--- src/common/vram_port_regs.vh ---
/*
  timing and field constants for the random-port host controller of a
  64K x 4 dual-port video dram.
  assumes a 250 MHz host clock; all device pins are asynchronous to it.
*/
// How it works
// - controller drives write-enable low for write, high for read.
// - delayed write lowers write-enable after column fall; rmw reads then writes.
// - page mode keeps row strobe low and cycles column strobe.
// - controller refreshes all 256 rows within every 4 ms unless a page is held open; refresh starts only from idle.
// - row-only refresh strobes row addresses with column strobe high.
`ifndef VRAM_PORT_REGS_VH
`define VRAM_PORT_REGS_VH
`define CLK_PERIOD_NS 4
// generic phase length in ns (row/column setup, hold, access)
`define PHASE_NS 40
`define PHASE_CYC ((`PHASE_NS + `CLK_PERIOD_NS - 1) / `CLK_PERIOD_NS)
`define REFRESH_WINDOW_NS 4000000
`define REFRESH_ROWS 256
// longest spacing, rounded down
`define REFRESH_GAP_CYC ((`REFRESH_WINDOW_NS / `REFRESH_ROWS) / `CLK_PERIOD_NS)
`define OP_READ 3'h0
`define OP_EARLY_WR 3'h1
`define OP_DELAYED_WR 3'h2
`define OP_RMW 3'h3
`define OP_ROW_REFRESH 3'h4
`define OP_CBR_REFRESH 3'h5
`define OP_TRANSFER 3'h6
`define OP_HIDDEN_REFRESH 3'h7
`endif

--- src/rtl/phase_timer.v ---
/*
  phase timer: one-cycle enable pulse every PHASE_CYC cycles while running.
  assumes the same clock and reset as the controller.
*/
`include "vram_port_regs.vh"
module phase_timer (
  input wire i_clk,
  input wire i_rstn,
  input wire i_run,
  output wire o_tick
);
  reg [7:0] cnt_r;
  localparam [31:0] LAST_FULL = `PHASE_CYC - 1;
  wire [7:0] last = LAST_FULL[7:0];
  assign o_tick = i_run && (cnt_r == last);
  always @(posedge i_clk or negedge i_rstn) begin
    if (!i_rstn) begin
      cnt_r <= 8'h00;
    end else if (!i_run || o_tick) begin
      cnt_r <= 8'h00;
    end else begin
      cnt_r <= cnt_r + 8'h01;
    end
  end
endmodule // phase_timer

--- src/rtl/vram_port_host.v ---
/*
  host controller for the random port of a dual-port video dram.
  takes one request at a time, sequences the strobes, and inserts
  periodic refresh. assumes the device pins are wired directly and the
  bench resolves the data pins from O_MASK_DATA_OE.
*/
`include "vram_port_regs.vh"
module vram_port_host #(
  parameter REFRESH_GAP = `REFRESH_GAP_CYC
) (
  input wire I_CLK,
  input wire I_RSTN,
  input wire I_REQ_VALID,
  input wire [2:0] I_REQ_OP,
  input wire [7:0] I_REQ_ROW,
  input wire [7:0] I_REQ_COL,
  input wire [3:0] I_REQ_WDATA,
  input wire I_REQ_MASK_EN,
  input wire [3:0] I_REQ_MASK,
  input wire I_REQ_PAGE_LAST,
  output wire O_REQ_READY,
  output reg O_RDATA_VALID,
  output reg [3:0] O_RDATA,
  output reg O_RAS_N,
  output reg O_CAS_N,
  output reg O_MASK_WRITE_SELECT_N,
  output reg O_TRANSFER_OUTPUT_ENABLE_N,
  output reg [7:0] O_MUXED_ADDRESS,
  output reg [3:0] O_MASK_DATA_OUT,
  output reg O_MASK_DATA_OE,
  input wire [3:0] I_MASK_DATA_IN
);
  // ==========================================================
  // states
  localparam S_IDLE = 4'h0;
  localparam S_ROW = 4'h1;
  localparam S_COL = 4'h2;
  localparam S_DATA = 4'h3;
  localparam S_WR = 4'h4;
  localparam S_CASUP = 4'h5;
  localparam S_PAGE = 4'h6;
  localparam S_PRE = 4'h7;
  localparam S_CBR = 4'h8;
  localparam S_HIDE = 4'h9;

  reg [3:0] st_r, st_nxt;
  reg [2:0] op_r;
  reg [7:0] col_r;
  reg [3:0] wd_r;
  reg last_r;
  reg [31:0] ref_cnt_r;
  reg ref_due_r;
  reg [3:0] dq_s1_r, dq_s2_r, dq_s3_r;
  wire tick;

  phase_timer u_timer (
    .i_clk(I_CLK),
    .i_rstn(I_RSTN),
    .i_run(st_r != S_IDLE),
    .o_tick(tick)
  );

  function is_write;
    input [2:0] op;
    begin
      is_write = (op == `OP_EARLY_WR) || (op == `OP_DELAYED_WR) || (op == `OP_RMW);
    end
  endfunction

  // ==========================================================
  // refresh scheduler
  // one refresh per gap covers 256 rows in 4 ms
  always @(posedge I_CLK or negedge I_RSTN) begin
    if (!I_RSTN) begin
      ref_cnt_r <= 32'h0;
      ref_due_r <= 1'b0;
    end else begin
      if (ref_cnt_r >= REFRESH_GAP - 1) begin
        ref_cnt_r <= 32'h0;
      end else begin
        ref_cnt_r <= ref_cnt_r + 32'h1;
      end
      // set wins over clear
      if (ref_cnt_r >= REFRESH_GAP - 1) begin
        ref_due_r <= 1'b1;
      end else if (st_r == S_CBR && tick) begin
        ref_due_r <= 1'b0;
      end
    end
  end

  assign O_REQ_READY = (st_r == S_IDLE) && !ref_due_r;

  // ==========================================================
  // pin synchroniser: second and third stage must agree
  always @(posedge I_CLK or negedge I_RSTN) begin
    if (!I_RSTN) begin
      dq_s1_r <= 4'h0;
      dq_s2_r <= 4'h0;
      dq_s3_r <= 4'h0;
    end else begin
      dq_s1_r <= I_MASK_DATA_IN;
      dq_s2_r <= dq_s1_r;
      dq_s3_r <= dq_s2_r;
    end
  end

  // ==========================================================
  // sequencer
  always @* begin
    st_nxt = st_r;
    case (st_r)
      S_IDLE: begin
        if (ref_due_r) begin
          st_nxt = S_CBR;
        end else if (I_REQ_VALID) begin
          st_nxt = S_ROW;
        end
      end
      S_ROW: if (tick) begin
        if (op_r == `OP_ROW_REFRESH || op_r == `OP_TRANSFER) st_nxt = S_PRE;
        else if (op_r == `OP_CBR_REFRESH) st_nxt = S_CBR;
        else st_nxt = S_COL;
      end
      S_COL: if (tick) st_nxt = S_DATA;
      S_DATA: if (tick) begin
        if (op_r == `OP_DELAYED_WR || op_r == `OP_RMW) st_nxt = S_WR;
        else if (op_r == `OP_HIDDEN_REFRESH) st_nxt = S_HIDE;
        else st_nxt = S_CASUP;
      end
      S_WR: if (tick) st_nxt = S_CASUP;
      S_CASUP: if (tick) st_nxt = last_r ? S_PRE : S_PAGE;
      S_PAGE: if (I_REQ_VALID) st_nxt = S_COL;
      S_PRE: if (tick) st_nxt = S_IDLE;
      S_HIDE: if (tick) st_nxt = S_CBR;
      S_CBR: if (tick) st_nxt = S_PRE;
      default: st_nxt = S_IDLE;
    endcase
  end

  always @(posedge I_CLK or negedge I_RSTN) begin
    if (!I_RSTN) begin
      st_r <= S_IDLE;
      op_r <= `OP_READ;
      col_r <= 8'h00;
      wd_r <= 4'h0;
      last_r <= 1'b1;
      O_RAS_N <= 1'b1;
      O_CAS_N <= 1'b1;
      O_MASK_WRITE_SELECT_N <= 1'b1;
      O_TRANSFER_OUTPUT_ENABLE_N <= 1'b1;
      O_MUXED_ADDRESS <= 8'h00;
      O_MASK_DATA_OUT <= 4'h0;
      O_MASK_DATA_OE <= 1'b0;
      O_RDATA_VALID <= 1'b0;
      O_RDATA <= 4'h0;
    end else begin
      st_r <= st_nxt;
      O_RDATA_VALID <= 1'b0;
      case (st_r)
        S_IDLE: begin
          O_RAS_N <= 1'b1;
          O_CAS_N <= 1'b1;
          O_MASK_DATA_OE <= 1'b0;
          if (ref_due_r) begin
            // column low before row fall, counter row used
            op_r <= `OP_CBR_REFRESH;
            O_CAS_N <= 1'b0;
          end else if (I_REQ_VALID) begin
            op_r <= I_REQ_OP;
            col_r <= I_REQ_COL;
            wd_r <= I_REQ_WDATA;
            last_r <= I_REQ_PAGE_LAST;
            // row address set up before row strobe falls
            O_MUXED_ADDRESS <= I_REQ_ROW;
            O_TRANSFER_OUTPUT_ENABLE_N <= (I_REQ_OP == `OP_TRANSFER) ? 1'b0 : 1'b1;
            // write-enable low at row fall enables masking
            O_MASK_WRITE_SELECT_N <= !(is_write(I_REQ_OP) && I_REQ_MASK_EN);
            // mask bits presented at row fall
            O_MASK_DATA_OUT <= I_REQ_MASK;
            O_MASK_DATA_OE <= is_write(I_REQ_OP) && I_REQ_MASK_EN;
            // requested refresh lowers column before row
            O_CAS_N <= (I_REQ_OP == `OP_CBR_REFRESH) ? 1'b0 : 1'b1;
          end
        end
        S_ROW: begin
          O_RAS_N <= 1'b0;
          if (tick) begin
            O_MASK_DATA_OE <= 1'b0;
            O_TRANSFER_OUTPUT_ENABLE_N <= 1'b1;
            O_MUXED_ADDRESS <= col_r;
            // early write has write-enable low before column fall
            O_MASK_WRITE_SELECT_N <= (op_r == `OP_EARLY_WR) ? 1'b0 : 1'b1;
            if (op_r == `OP_EARLY_WR) begin
              O_MASK_DATA_OUT <= wd_r;
              O_MASK_DATA_OE <= 1'b1;
            end
          end
        end
        S_COL: begin
          // column strobe cycles inside open row
          // row plus column picks one nibble
          O_CAS_N <= 1'b0;
          if (tick) begin
            // output enable low for every op code except early write and delayed write
            // early write keeps output enable high
            if (!is_write(op_r) || op_r == `OP_RMW) begin
              O_TRANSFER_OUTPUT_ENABLE_N <= 1'b0;
            end
          end
        end
        S_DATA: begin
          if (tick) begin
            // sample while column strobe is low
            // read data only from read phases
            if (!is_write(op_r) || op_r == `OP_RMW) begin
              O_RDATA <= (dq_s2_r == dq_s3_r) ? dq_s3_r : O_RDATA;
              O_RDATA_VALID <= 1'b1;
            end
            // late write-enable, output enable back high first
            if (op_r == `OP_DELAYED_WR || op_r == `OP_RMW) begin
              O_TRANSFER_OUTPUT_ENABLE_N <= 1'b1;
              O_MASK_DATA_OUT <= wd_r;
              // controller alone drives data in write phase
              O_MASK_DATA_OE <= 1'b1;
            end
          end
        end
        S_WR: begin
          // write strobe falls after data settles
          O_MASK_WRITE_SELECT_N <= 1'b0;
        end
        S_CASUP: begin
          O_CAS_N <= 1'b1;
          O_MASK_DATA_OE <= 1'b0;
          O_MASK_WRITE_SELECT_N <= 1'b1;
          O_TRANSFER_OUTPUT_ENABLE_N <= 1'b1;
        end
        S_PAGE: begin
          if (I_REQ_VALID) begin
            col_r <= I_REQ_COL;
            wd_r <= I_REQ_WDATA;
            op_r <= I_REQ_OP;
            last_r <= I_REQ_PAGE_LAST;
            O_MUXED_ADDRESS <= I_REQ_COL;
            O_MASK_WRITE_SELECT_N <= (I_REQ_OP == `OP_EARLY_WR) ? 1'b0 : 1'b1;
            O_MASK_DATA_OUT <= I_REQ_WDATA;
            O_MASK_DATA_OE <= (I_REQ_OP == `OP_EARLY_WR);
          end
        end
        S_HIDE: begin
          // column held low, row strobe cycled
          O_RAS_N <= 1'b1;
          O_TRANSFER_OUTPUT_ENABLE_N <= 1'b0;
          // output-enable high before row fall, else a transfer starts
          if (tick) begin
            O_TRANSFER_OUTPUT_ENABLE_N <= 1'b1;
          end
        end
        S_CBR: begin
          O_RAS_N <= 1'b0;
          O_MASK_DATA_OE <= 1'b0;
          if (tick) begin
            O_CAS_N <= 1'b1;
            O_TRANSFER_OUTPUT_ENABLE_N <= 1'b1;
          end
        end
        S_PRE: begin
          O_RAS_N <= 1'b1;
          O_CAS_N <= 1'b1;
          O_MASK_DATA_OE <= 1'b0;
          O_TRANSFER_OUTPUT_ENABLE_N <= 1'b1;
          O_MASK_WRITE_SELECT_N <= 1'b1;
        end
        default: ;
      endcase
    end
  end
endmodule // vram_port_host

--- config.mk ---
export PLATFORM = sky130hd
export DESIGN_NAME = vram_port_host
export DESIGN_NICKNAME = d
export VERILOG_FILES = /design/src/rtl/phase_timer.v /design/src/rtl/vram_port_host.v
export VERILOG_INCLUDE_DIRS = /design/src /design/src/common
export SDC_FILE = /design/constraint.sdc
export NUM_CORES = 1
export LEC_CHECK = 0
export ABC_AREA = 1
export ABC_CLOCK_PERIOD_IN_PS = 2110
export CAP_MARGIN = 25
export CORE_MARGIN = 4
export CORE_UTILIZATION = 40
export CTS_BUF_LIST = sky130_fd_sc_hd__clkbuf_2
export DETAILED_ROUTE_END_ITERATION = 16
export DONT_BUFFER_PORTS = 1
export GPL_TIMING_DRIVEN = 0
export PLACE_DENSITY_LB_ADDON = 0.2
export RECOVER_POWER = 25
export SYNTH_ARGS = -nofsm -noshare
export SYNTH_HDL_FRONTEND = slang
export SYNTH_SLANG_ARGS = --single-unit
--- constraint.sdc ---
create_clock -name I_CLK -period 2.11 [get_ports I_CLK]
set_input_delay 0.211 -clock I_CLK [delete_from_list [all_inputs] [get_ports I_CLK]]
set_output_delay 0.211 -clock I_CLK [all_outputs]
set_load 0.005 [all_outputs]
# After elaboration in Yosys (flattened, before gate mapping)
# Cells that the tools add are included.
dict set report totals {
  ff_bits 95
}
dict set report op_classes {
  n_mux 77
  addsub 2
  n_reduce_logical 40
  eq_ne 39
  n_lt_le_gt_ge 1
}
# cell count
set op_table {}
lappend op_table {{4-bit two-way mux} 24}
lappend op_table {{8-bit two-way mux} 7}
lappend op_table {{4-bit one-hot mux with 10 select lines} 1}
lappend op_table {{32-bit by 1-bit adder with 32-bit output, second input constant} 1}
lappend op_table {{32-bit by 12-bit >= comparator with 1-bit output, second input constant} 1}
lappend op_table {{32-bit two-way mux} 1}
lappend op_table {{1-bit two-way mux} 31}
lappend op_table {{2-bit inequality test, second input constant} 14}
lappend op_table {{8-bit one-hot mux with 3 select lines} 1}
lappend op_table {{3-bit == test, second input constant} 6}
lappend op_table {{4-bit by 3-bit == test with 1-bit output, second input constant} 4}
lappend op_table {{4-bit one-hot mux with 4 select lines} 1}
lappend op_table {{8-bit one-hot mux with 2 select lines} 1}
lappend op_table {{8-bit AND reduction} 2}
lappend op_table {{5-bit AND reduction} 3}
lappend op_table {{3-bit by 2-bit == test with 1-bit output, second input constant} 4}
lappend op_table {{4-bit nonzero test} 3}
lappend op_table {{1-bit one-hot mux with 5 select lines} 2}
lappend op_table {{10-bit AND reduction} 1}
lappend op_table {{5-bit nonzero test} 2}
lappend op_table {{8-bit by 1-bit adder with 8-bit output, second input constant} 1}
lappend op_table {{4-bit by 2-bit == test with 1-bit output, second input constant} 2}
lappend op_table {{4-bit == test, second input constant} 2}
lappend op_table {{8-bit by 4-bit == test with 1-bit output, second input constant} 1}
lappend op_table {{other kinds (22)} 43}

# Longest topological paths before layout
# Gate-level depths: netlist of the first run.
dict set report logic_depth {
  word_depth 8
  ltp_mapped 11
  depth_no_buf 11
}

# Modules after synthesis
# From an unflattened synthesis of the first run, not the netlist that was laid out.
dict set report hier_totals {
  hier_cells 538
  area_unflattened_um2 4619.4
}
# module instances seq_area_each_um2 cells_per_inst area_each_um2
set by_module_without_submodules {}
lappend by_module_without_submodules {vram_port_host 1 2183.3 479 4161.5}
lappend by_module_without_submodules {phase_timer 1 200.2 59 457.9}

# Least setup slack after synthesis of the first run
# OpenSTA, ideal clock, no wires.
dict set report synth_path {
  kind {register to register}
  startpoint {register u_timer.cnt_r[1]}
  endpoint {register O_MUXED_ADDRESS[5]}
  n_path_buf 1
  stages_incl_launch_ff 11
  slack_ps 540
  t_required_ps 1989
  period_less_slack_ps 1570
  t_arrival_ps 1449
  path_cell_list {dfrtp_1 > inv_1 > ha_1 > nand3_1 > nor2_2 > nor2_4 > nor2_8 > o21ai_4 > buf_8 > nand2_2 > o21ai_2}
}
dict set report synth_via {
  elab_chain_cells 4
}
# item line_no
set synth_rtl {}
lappend synth_rtl {{start, declared} phase_timer.v:12} ;# reg [7:0] cnt_r;
lappend synth_rtl {{start signal, assigned} phase_timer.v:22} ;# cnt_r <= cnt_r + 8'h01;
lappend synth_rtl {{8-bit by 4-bit == test with 1-bit output} phase_timer.v:15} ;# assign o_tick = i_run && (cnt_r == last);
lappend synth_rtl {{1-bit logical AND} phase_timer.v:15}
lappend synth_rtl {{2-bit inequality test (no line)} -}
lappend synth_rtl {{5-bit AND reduction (no line)} -}
lappend synth_rtl {{end signal, assigned} vram_port_host.v:191} ;# O_MUXED_ADDRESS <= col_r;
lappend synth_rtl {{end, declared} vram_port_host.v:28} ;# output reg [7:0] O_MUXED_ADDRESS,
# Every way passes these cells.
# A chain may end at the register's enable or synchronous reset.

# Worst setup path after layout of the first run
dict set report layout_path {
  startpoint {register st_r[3]}
  endpoint {register col_r[5]}
}
dict set report layout_via {
  elab_chain_cells 3
  word_cells_on_any_way 6
  classes_between {eq/ne (2); mux (1); reduce/logical (3)}
}
# item line_no
set layout_rtl {}
lappend layout_rtl {{start, declared} vram_port_host.v:46} ;# reg [3:0] st_r, st_nxt;
lappend layout_rtl {{start signal, assigned} vram_port_host.v:158} ;# st_r <= st_nxt;
lappend layout_rtl {{4-bit by 3-bit == test with 1-bit output or 4-bit logical NOT (tied branches)} vram_port_host.v:160} ;# case (st_r)
lappend layout_rtl {{2-bit nonzero test (no line) or 2-bit inequality test (tied branches)} -}
lappend layout_rtl {{2-bit AND reduction (no line)} -}
lappend layout_rtl {{end signal, assigned} vram_port_host.v:145} ;# col_r <= 8'h00;
lappend layout_rtl {{end signal, assigned} vram_port_host.v:171} ;# col_r <= I_REQ_COL;
lappend layout_rtl {{end signal, assigned} vram_port_host.v:241} ;# col_r <= I_REQ_COL;
lappend layout_rtl {{end, declared} vram_port_host.v:48} ;# reg [7:0] col_r;
# Parallel ways exist; a longest one is shown, timed or not.

==> results.cfg, run 1 <==
[status]
outcome = finished with violations
violations = negative hold slack

[place]
dpl_cell_area_um2 = 4750
dp_slack_ns = 0.321
hpwl_um = 7140
gp_congestion = 0.933
io_buffer_count = 0

[final_layout]
area_growth_pct = 17.1
fin_util_pct = 48.3
antenna_cells = 0
nets = 628
design_area_um2 = 5280
drive_above_1_share_pct = 13.7

[cts]
cts-root-buf = clkbuf_2
cts_buffers = 9
cts_sinks = 95
clk_latency_ns = 0.54
cts.path.max_buffers = 2
ctsHoldBuffers = 38
clk_pin_slew_ns = 0.26
cts_tree = built
cts.htree.levels = 3

[logic_synthesis]
yosysUniqueCellTypes = 39
seq_area_frac_synth_pct = 52.9
synth_area_um2 = 4510
syn_area_per_cell_um2 = 8.72
syn_inst = 517
synth-seq-cells = 95
synth-async-reset-ratio_pct = 100
ys.flop_type = dfrtp_1
yosysWarnings = 0
synth_edf_count = 0

[power_and_ir_drop]
peakVddDrop_v = 0.000499
power.switching_mw = 2.49
combPwrFrac_pct = 41.5
swShare_pct = 42.3
power_density_nw_per_um2 = 1120
seqPwrFrac_pct = 43.4
p_clk_share_pct = 15.1
internal_power_mw = 3.40
p_leak_nw = 2.51

[sta]
finalCriticalPeriod_ns = 1.97
whs_ns = -0.676
fin_skew_ns = 0.0271
maxSlewHeadroom_pct = 62.3
finalCritPeriodShare_pct = 93.5
hold_violations = 95
setup_ws_ns = 0.137
tightest_slew_ns = 0.563
finalSetupTns_ns = 0
setup_viol = 0
rsz0062_at_grt = false
fmax_mhz = 507
slew_viol_final = 0

[setup_path]
crit_buf_inv = 1
cpPeakStageDelay_ns = 0.58
critPathKind = flip-flop to flip-flop
worst_setup_path_start_kind = flip-flop
r2r-end = col_r[5]$_DFFE_PN0P_
r2r_start = st_r[3]$_DFFE_PN0P_
r2r_cells = 6
critical_path.top_delay_family = buffers and inverters
crit_end = col_r[5]$_DFFE_PN0P_
path_cells = nor2_4, nand2_4, o21ai_4, nand3_1, dlygate4sd3_1, nand2_1
cp.required_ns = 2.60
cp.depth = 6
crit_fanout = 9
cp_slowest_cell = dlygate4sd3_1
cp-end-kind = flip-flop
ff2ff_setup_slack_ns = 0.14
arrival_ns = 2.46
setup.worst_path.start = st_r[3]$_DFFE_PN0P_

[global_routing]
grt_pass1_vias = 3610
antenna_found_initial = 0
track_usage_pct = 16.6
grt.overflow.total = 0
grt_max_degree = 96
grt_pass1_wl_um = 17300

[drt]
avgViaCountPerCell = 4.84
wl_met3_um = 500
met1_length_um = 4510
drt_drc_violations_left = 0
firstDrtPassIters = 5
wl_um = 10000
dr_wl_met2_um = 4840
top_layer = met4
drtAntennaViolNets = 0
wire_per_inst_um = 13.7
first_iter_violations = 248
vias = 3543

[die]
dieArea_um2 = 13000
core_area_um2 = 10900
fp.dieH_um = 114
io_pins = 59
placementRows = 38
die_w_um = 114
initial_core_util_pct = 41.2

[run]
maxCapViolCount = 0

[min_path]
hold_class = input port to asynchronous set/reset pin
area by class of cell:
type                       count  area (µm²)
buffer                         8        66.3
clock buffer                  10        50.0
clock inverter                 6        68.8
fill                        1070        5660
inverter                      46         173
multi-input combinational    387        1960
sequential                    95        2390
tap                          140         175
timing repair buffer          40         395
metrics by stage:
step           instances  hold slack [ns]  power [mW]
2_1_floorplan        536          -0.0846        4.40
3_3_place_gp         676          -0.0799        4.90
3_5_place_dp         676          -0.0793        4.94
4_1_cts              730           -0.764        5.91
5_1_grt              732           -0.796        6.45
6_report             732           -0.676        5.90
synth_stat cells (6+ instances only):
| cell type | number | area, µm² |
|---|---|---|
| o21ai_2 | 12 | 105 |
| o21ai_0 | 17 | 85.1 |
| o211ai_1 | 6 | 45.0 |
| dfrtp_1 | 90 | 2250 |
| nand3_1 | 41 | 205 |
| nor2_1 | 51 | 191 |
| nand2_2 | 8 | 50.1 |
| xor2_1 | 6 | 52.6 |
| nor2_2 | 7 | 43.8 |
| a21oi_1 | 13 | 65.1 |
| nand4_1 | 9 | 56.3 |
| inv_2 | 6 | 22.5 |
| nand2_1 | 149 | 559 |
| xnor2_1 | 7 | 61.3 |
| inv_1 | 40 | 150 |
registers in the layout, summed over array words and instances (netlist names):
signal,cells
O_CAS_N,1
O_MASK_DATA_OE,1
O_MASK_DATA_OUT,4
O_MASK_WRITE_SELECT_N,1
O_MUXED_ADDRESS,8
O_RAS_N,1
O_RDATA,4
O_RDATA_VALID,1
O_TRANSFER_OUTPUT_ENABLE_N,1
col_r,8
dq_s1_r,4
dq_s2_r,4
dq_s3_r,4
last_r,1
op_r,3
ref_cnt_r,32
ref_due_r,1
st_r,4
u_timer.cnt_r,8
wd_r,4
layout by cell type, fill, tap and decap left out, types with 6 or more instances in the layout:
cell / netlist / layout
nor2_2: 7 / 6
nand3_1: 41 / 41
dlygate4sd3_1: 0 / 38
clkbuf_2: 0 / 10
o211ai_1: 6 / 6
nand4_1: 9 / 9
inv_1: 40 / 39
nor2_1: 51 / 51
xor2_1: 6 / 6
o21ai_2: 12 / 12
a21oi_1: 13 / 13
xnor2_1: 7 / 7
nand2_2: 8 / 8
dfrtp_1: 90 / 88
nand2_1: 149 / 149
o21ai_0: 17 / 17
inv_2: 6 / 7
conb_1: 1 / 20
how the worst min path moves through the flow:
stage / start / end / slack [ns]
after floorplan: I_RSTN / O_MASK_DATA_OE$_DFFE_PN0P_ / -0.08
after global placement: I_RSTN / u_timer.cnt_r[2]$_DFF_PN0_ / -0.08
after detailed placement: I_RSTN / u_timer.cnt_r[3]$_DFF_PN0_ / -0.08
after CTS: I_RSTN / O_MASK_DATA_OUT[0]$_DFFE_PN0P_ / -0.76
after global routing: I_RSTN / O_RDATA[1]$_DFFE_PN0P_ / -0.80
final: I_RSTN / col_r[7]$_DFFE_PN0P_ / -0.68
timing repair:
| action | 4_1_cts | 5_1_grt |
|---|---|---|
| setup endpoints to repair | 0 | 7 |
| gates resized for setup | 0 | 6 |
| buffers inserted | 0 | 2 |
| endpoints found under the hold margin | 129 | 95 |
power groups by stage:
stage	Clock [mW]	Sequential (mW)	Combinational (mW)
final	0.890	2.56	2.45
after global routing	1.02	2.62	2.82
after CTS	0.947	2.56	2.40
after detailed placement	0	2.59	2.34
after global placement	0	2.58	2.32
after floorplan	0	2.50	1.90
metal layers:
| metal | up-vias | track usage [%] |
|---|---|---|
| met2 | 62 | 27.0 |
| met3 | 14 | 4.18 |
| li1 | 1787 | - |
| met4 | 0 | 4.67 |
| met1 | 1680 | 21.9 |
| met5 | - | 0 |
logic make-up (layout without fill, tap and decap cells):
kind of cell             after synthesis  after routing  share of synthesized area [%]
AND/OR/NAND/NOR                      287            287                           28.7
adder cells (fa/ha/maj)                5              5                           1.39
flip-flops                            95             95                           52.9
other                                  1             20                         0.0832
buffers and inverters                 54            110                           5.25
XOR/XNOR                              13             13                           2.53
AO/OA/AOI/OAI                         62             62                           9.16
Power figures use the tool's default switching activity.
==> run 2: changes to the inputs <==
--- a/config.mk
+++ b/config.mk
@@ -10,13 +10,13 @@
 export ABC_CLOCK_PERIOD_IN_PS = 2110
 export CAP_MARGIN = 25
 export CORE_MARGIN = 4
-export CORE_UTILIZATION = 40
+export CORE_UTILIZATION = 46
 export CTS_BUF_LIST = sky130_fd_sc_hd__clkbuf_2
 export DETAILED_ROUTE_END_ITERATION = 16
 export DONT_BUFFER_PORTS = 1
 export GPL_TIMING_DRIVEN = 0
 export PLACE_DENSITY_LB_ADDON = 0.2
-export RECOVER_POWER = 25
+export RECOVER_POWER = 100
 export SYNTH_ARGS = -nofsm -noshare
 export SYNTH_HDL_FRONTEND = slang
 export SYNTH_SLANG_ARGS = --single-unit
==> results.cfg, run 2 (same netlist as run 1, synthesis figures left out) <==
[sta]
finalCritPeriodShare_pct = 93.9
tightest_slew_ns = 1.27
finalCriticalPeriod_ns = 1.98
finalSetupTns_ns = 0
hold_violations = 0
setup_viol = 0
slew_viol_final = 0
fin_skew_ns = 0.0479
maxSlewHeadroom_pct = 15.6
fmax_mhz = 505
rsz0062_at_grt = false

[min_path]
hold_class = input port to flip-flop

[die]
initial_core_util_pct = 48.1
io_pins = 59
core_area_um2 = 9370
fp.dieH_um = 107
dieArea_um2 = 11400
die_w_um = 107
placementRows = 35

[run]
maxCapViolCount = 0

[cts]
cts_tree = built
cts_buffers = 9
cts_sinks = 95
cts.htree.levels = 3
cts-root-buf = clkbuf_2
clk_pin_slew_ns = 0.29
clk_latency_ns = 0.58
cts.path.max_buffers = 2

[final_layout]
largest_reg_flops = 32
layout_commonest_cell = nand2_1
drive_above_1_share_pct = 10.6
regMostFlops = ref_cnt_r
area_growth_pct = 16.5
fin_util_pct = 56.0
nets = 632
mostFrequentLayoutCells = nand2_1, dfrtp_1, nor2_1, nand3_1, dlygate4sd3_1
antenna_cells = 0

[power_and_ir_drop]
power_density_nw_per_um2 = 1110
peakVddDrop_v = 0.000445
p_leak_nw = 2.52

[setup_path]
critical_path.top_delay_family = buffers and inverters
crit_fanout = 10
path_cells = inv_1, nor2_4, nand2_1, buf_4, o21ai_4, nand3_1, dlygate4sd3_1, nand2_1
cpPeakStageDelay_ns = 0.58
critPathKind = flip-flop to flip-flop
cp-end-kind = flip-flop
arrival_ns = 2.52
crit_top_cell = nand2_1
worst_setup_path_start_kind = flip-flop
cp.required_ns = 2.65
cp_slowest_cell = dlygate4sd3_1
crit_buf_inv = 3

[drt]
wl_um = 9930
first_iter_violations = 175
vias = 3592
firstDrtPassIters = 5
wire_per_inst_um = 13.7
drt_drc_violations_left = 0
avgViaCountPerCell = 4.95
drtAntennaViolNets = 0

[global_routing]
track_usage_pct = 18.3
grt_max_degree = 96
grt_pass1_vias = 3619
grt.overflow.total = 0
antenna_found_initial = 0
grt_pass1_wl_um = 16800

[status]
outcome = complete, no violations

[place]
hpwl_um = 6920
io_buffer_count = 0
gp_congestion = 0.883
-- run 2: worst paths after layout --
path                                 startpoint  depth (start not counted)  slack (ns)                         end
max                         st_r[2]$_DFFE_PN0P_                          8        0.13        col_r[7]$_DFFE_PN0P_
min                                 I_REQ_OP[0]                          5        0.07         O_CAS_N$_DFFE_PN1P_
max reg2reg                 st_r[2]$_DFFE_PN0P_                          8        0.13        col_r[7]$_DFFE_PN0P_
min reg2reg                dq_s1_r[3]$_DFF_PN0_                          0        0.35        dq_s2_r[3]$_DFF_PN0_
max in group asynchronous                I_RSTN                          2        0.75         st_r[2]$_DFFE_PN0P_
min in group asynchronous                I_RSTN                          2        0.48  O_MASK_DATA_OE$_DFFE_PN0P_
-- run 2: cell type report --
class / instances / area, µm²
fill: 900 / 4120
sequential: 95 / 2390
multi-input combinational: 387 / 1910
timing repair buffer: 44 / 433
inverter: 46 / 173
tap: 129 / 161
clock inverter: 7 / 86.3
buffer: 8 / 60.1
clock buffer: 9 / 45.0
-- run 2: power by group --
part	switching, mW	leakage [nW]	internal [mW]
logic	1.54	1.27	0.834
registers	0.296	1.17	2.24
clock network	0.715	0.0773	0.209
-- run 2: metal layers --
metal  GRT usage (%)  vias up  wire length [µm]
li1                -     1798                 -
met1            23.3     1699              4450
met2            30.9       82              4870
met3            4.88       13               470
met4            4.75        0               127
met5               0        -                 0
-- run 2: per-stage QoR --
step	area, µm²	worst slack [ns]	hold slack [ns]	total power [mW]	instances
after floorplan	4580	0.540	-0.0846	4.40	536
after global placement	4740	0.332	-0.0809	4.86	665
after detailed placement	4740	0.310	-0.0806	4.92	665
after CTS	5320	0.0641	0.00636	5.97	723
after global routing	5250	0.00903	0.0562	6.33	725
final	5250	0.128	0.0709	5.83	725
-- run 2: worst reg2reg max path: stages, from the launching register on --
cell	delay [ns]
dfrtp_2	0.49
inv_1	0.11
nor2_4	0.20
nand2_1	0.09
buf_4	0.20
o21ai_4	0.13
nand3_1	0.11
dlygate4sd3_1	0.58
nand2_1	0.07
-- run 2: timing repair --
item,in CTS,in global routing
cloned,0,0
hold buffers,42,0
endpoints found under the setup margin,1,7
pin swaps,0,1
buffers inserted,0,2
resized for setup,1,5
endpoints found under the hold margin,130,0
==> run 3: changes to the inputs <==
--- a/config.mk
+++ b/config.mk
@@ -17,6 +17,7 @@
 export GPL_TIMING_DRIVEN = 0
 export PLACE_DENSITY_LB_ADDON = 0.2
 export RECOVER_POWER = 100
+export REMOVE_ABC_BUFFERS = 1
 export SYNTH_ARGS = -nofsm -noshare
 export SYNTH_HDL_FRONTEND = slang
 export SYNTH_SLANG_ARGS = --single-unit
==> results.cfg, run 3 (same netlist as run 1, synthesis figures left out) <==
[final_layout]
largest_reg_flops = 32
antenna_cells = 0
nets = 618
design_area_um2 = 5180
layout_commonest_cell = nand2_1
regMostFlops = ref_cnt_r
fin_util_pct = 55.3
mostFrequentLayoutCells = nand2_1, dfrtp_1, nor2_1, inv_1, nand3_1
drive_above_1_share_pct = 10.1
area_growth_pct = 14.9

[sta]
finalSetupTns_ns = 0
fmax_mhz = 509
rsz0062_at_grt = false
setup_ws_ns = 0.146
tightest_slew_ns = 1.23
slew_viol_final = 0
setup_viol = 0
maxSlewHeadroom_pct = 17.9
finalCritPeriodShare_pct = 93.1
hold_violations = 0
finalCriticalPeriod_ns = 1.96
fin_skew_ns = 0.0261

[setup_path]
cpPeakStageDelay_ns = 0.47
crit_fanout = 16
worst_setup_path_start_kind = flip-flop
arrival_ns = 2.43
cp-end-kind = flip-flop
r2r_cells = 10
cp.depth = 10
cp.required_ns = 2.57
critical_path.top_delay_family = simple AND/OR/NAND/NOR gates
critPathKind = flip-flop to flip-flop
crit_buf_inv = 2
path_cells = inv_1, ha_1, nand3_1, nor2_1, nor2_4, nor2_8, o21ai_2, buf_12, nand2_1, o21ai_1
cp_slowest_cell = dfrtp_1

[die]
io_pins = 59
fp.dieH_um = 107
core_area_um2 = 9370
initial_core_util_pct = 48.1
die_w_um = 107
dieArea_um2 = 11400
placementRows = 35

[drt]
wl_um = 9850
firstDrtPassIters = 5
drt_drc_violations_left = 0
wire_per_inst_um = 13.8
vias = 3511
drtAntennaViolNets = 0
avgViaCountPerCell = 4.94
first_iter_violations = 229

[cts]
cts_sinks = 95
cts-root-buf = clkbuf_2
clk_latency_ns = 0.56
cts.htree.levels = 3
cts_tree = built
clk_pin_slew_ns = 0.29
cts.path.max_buffers = 2
cts_buffers = 9

[global_routing]
grt.overflow.total = 0
grt_pass1_vias = 3455
antenna_found_initial = 0
grt_pass1_wl_um = 16600
track_usage_pct = 18.1
grt_max_degree = 96

[min_path]
worstHoldPathCells = 6
hold_class = input port to flip-flop

[power_and_ir_drop]
p_leak_nw = 2.48
peakVddDrop_v = 0.000500
power_density_nw_per_um2 = 1140

[place]
gp_congestion = 0.883
hpwl_um = 6740
dp_slack_ns = -0.0240
io_buffer_count = 0
dpl_cell_area_um2 = 4680

[status]
outcome = complete, no violations

[run]
maxCapViolCount = 0
-- run 3: cell count changes in the layout (fill, tap and decap cells not counted), sizes merged --
| cell | delta |
|---|---|
| buf | -7 |
| bufinv | +1 |
| clkbuf | -2 |
| clkinv | -1 |
| clkinvlp | +1 |
| dlygate4sd3 | -5 |
| inv | -1 |
-- run 3: final timing paths --
path / endpoint / slack (ns) / startpoint
worst min-delay path: O_MASK_DATA_OE$_DFFE_PN0P_ / 0.04 / I_REQ_MASK_EN
min in group asynchronous: u_timer.cnt_r[6]$_DFF_PN0_ / 0.44 / I_RSTN
worst min register to register: dq_s2_r[3]$_DFF_PN0_ / 0.39 / dq_s1_r[3]$_DFF_PN0_
max in group asynchronous: st_r[2]$_DFFE_PN0P_ / 0.88 / I_RSTN
worst max register to register: O_MUXED_ADDRESS[2]$_DFFE_PN0P_ / 0.15 / u_timer.cnt_r[1]$_DFF_PN0_
worst max-delay path: O_MUXED_ADDRESS[2]$_DFFE_PN0P_ / 0.15 / u_timer.cnt_r[1]$_DFF_PN0_
-- run 3: what timing repair did --
item,4_1_cts,5_1_grt
setup endpoints to repair,8,30
gates resized for setup,0,5
endpoints found under the hold margin,130,109
pin swaps,1,0
buffers inserted,1,0
hold buffers,34,3
-- run 3: report_power, final --
part	switching [mW]	total, mW	internal, mW
Combinational	1.52	2.34	0.822
Clock	0.675	0.977	0.302
Sequential	0.338	2.58	2.24
Total	2.53	5.90	3.36
-- run 3: worst reg2reg max path: cells and delay by family (launching register included) --
kind                     cells  cell delay, ns
AND/OR/NAND/NOR              5            0.86
flip-flops                   1            0.47
buffers and inverters        2            0.22
adder cells (fa/ha/maj)      1            0.16
AO/OA/AOI/OAI                2            0.16
-- run 3: per-layer routing --
| layer | track usage (%) | wire (µm) | vias up |
|---|---|---|---|
| met2 | 29.7 | 4910 | 63 |
| met5 | 0 | 0 | - |
| li1 | - | - | 1775 |
| met1 | 24.3 | 4430 | 1659 |
| met4 | 5.57 | 153 | 0 |
| met3 | 3.91 | 344 | 14 |
-- run 3: layout make-up --
| type | instances | area, µm² |
|---|---|---|
| tap | 129 | 161 |
| clock inverter | 7 | 91.3 |
| inverter | 46 | 173 |
| clock buffer | 9 | 45.0 |
| multi-input combinational | 387 | 1940 |
| fill | 898 | 4190 |
| timing repair buffer | 38 | 388 |
| sequential | 95 | 2380 |
-- run 3: through the flow --
step	cells	total power [mW]	hold slack, ns
final	711	5.90	0.0448
after global routing	711	6.41	0.0572
after CTS	708	5.94	-0.758
after detailed placement	657	4.82	-0.0792
after global placement	657	4.76	-0.0792
after floorplan	528	4.32	-0.0846
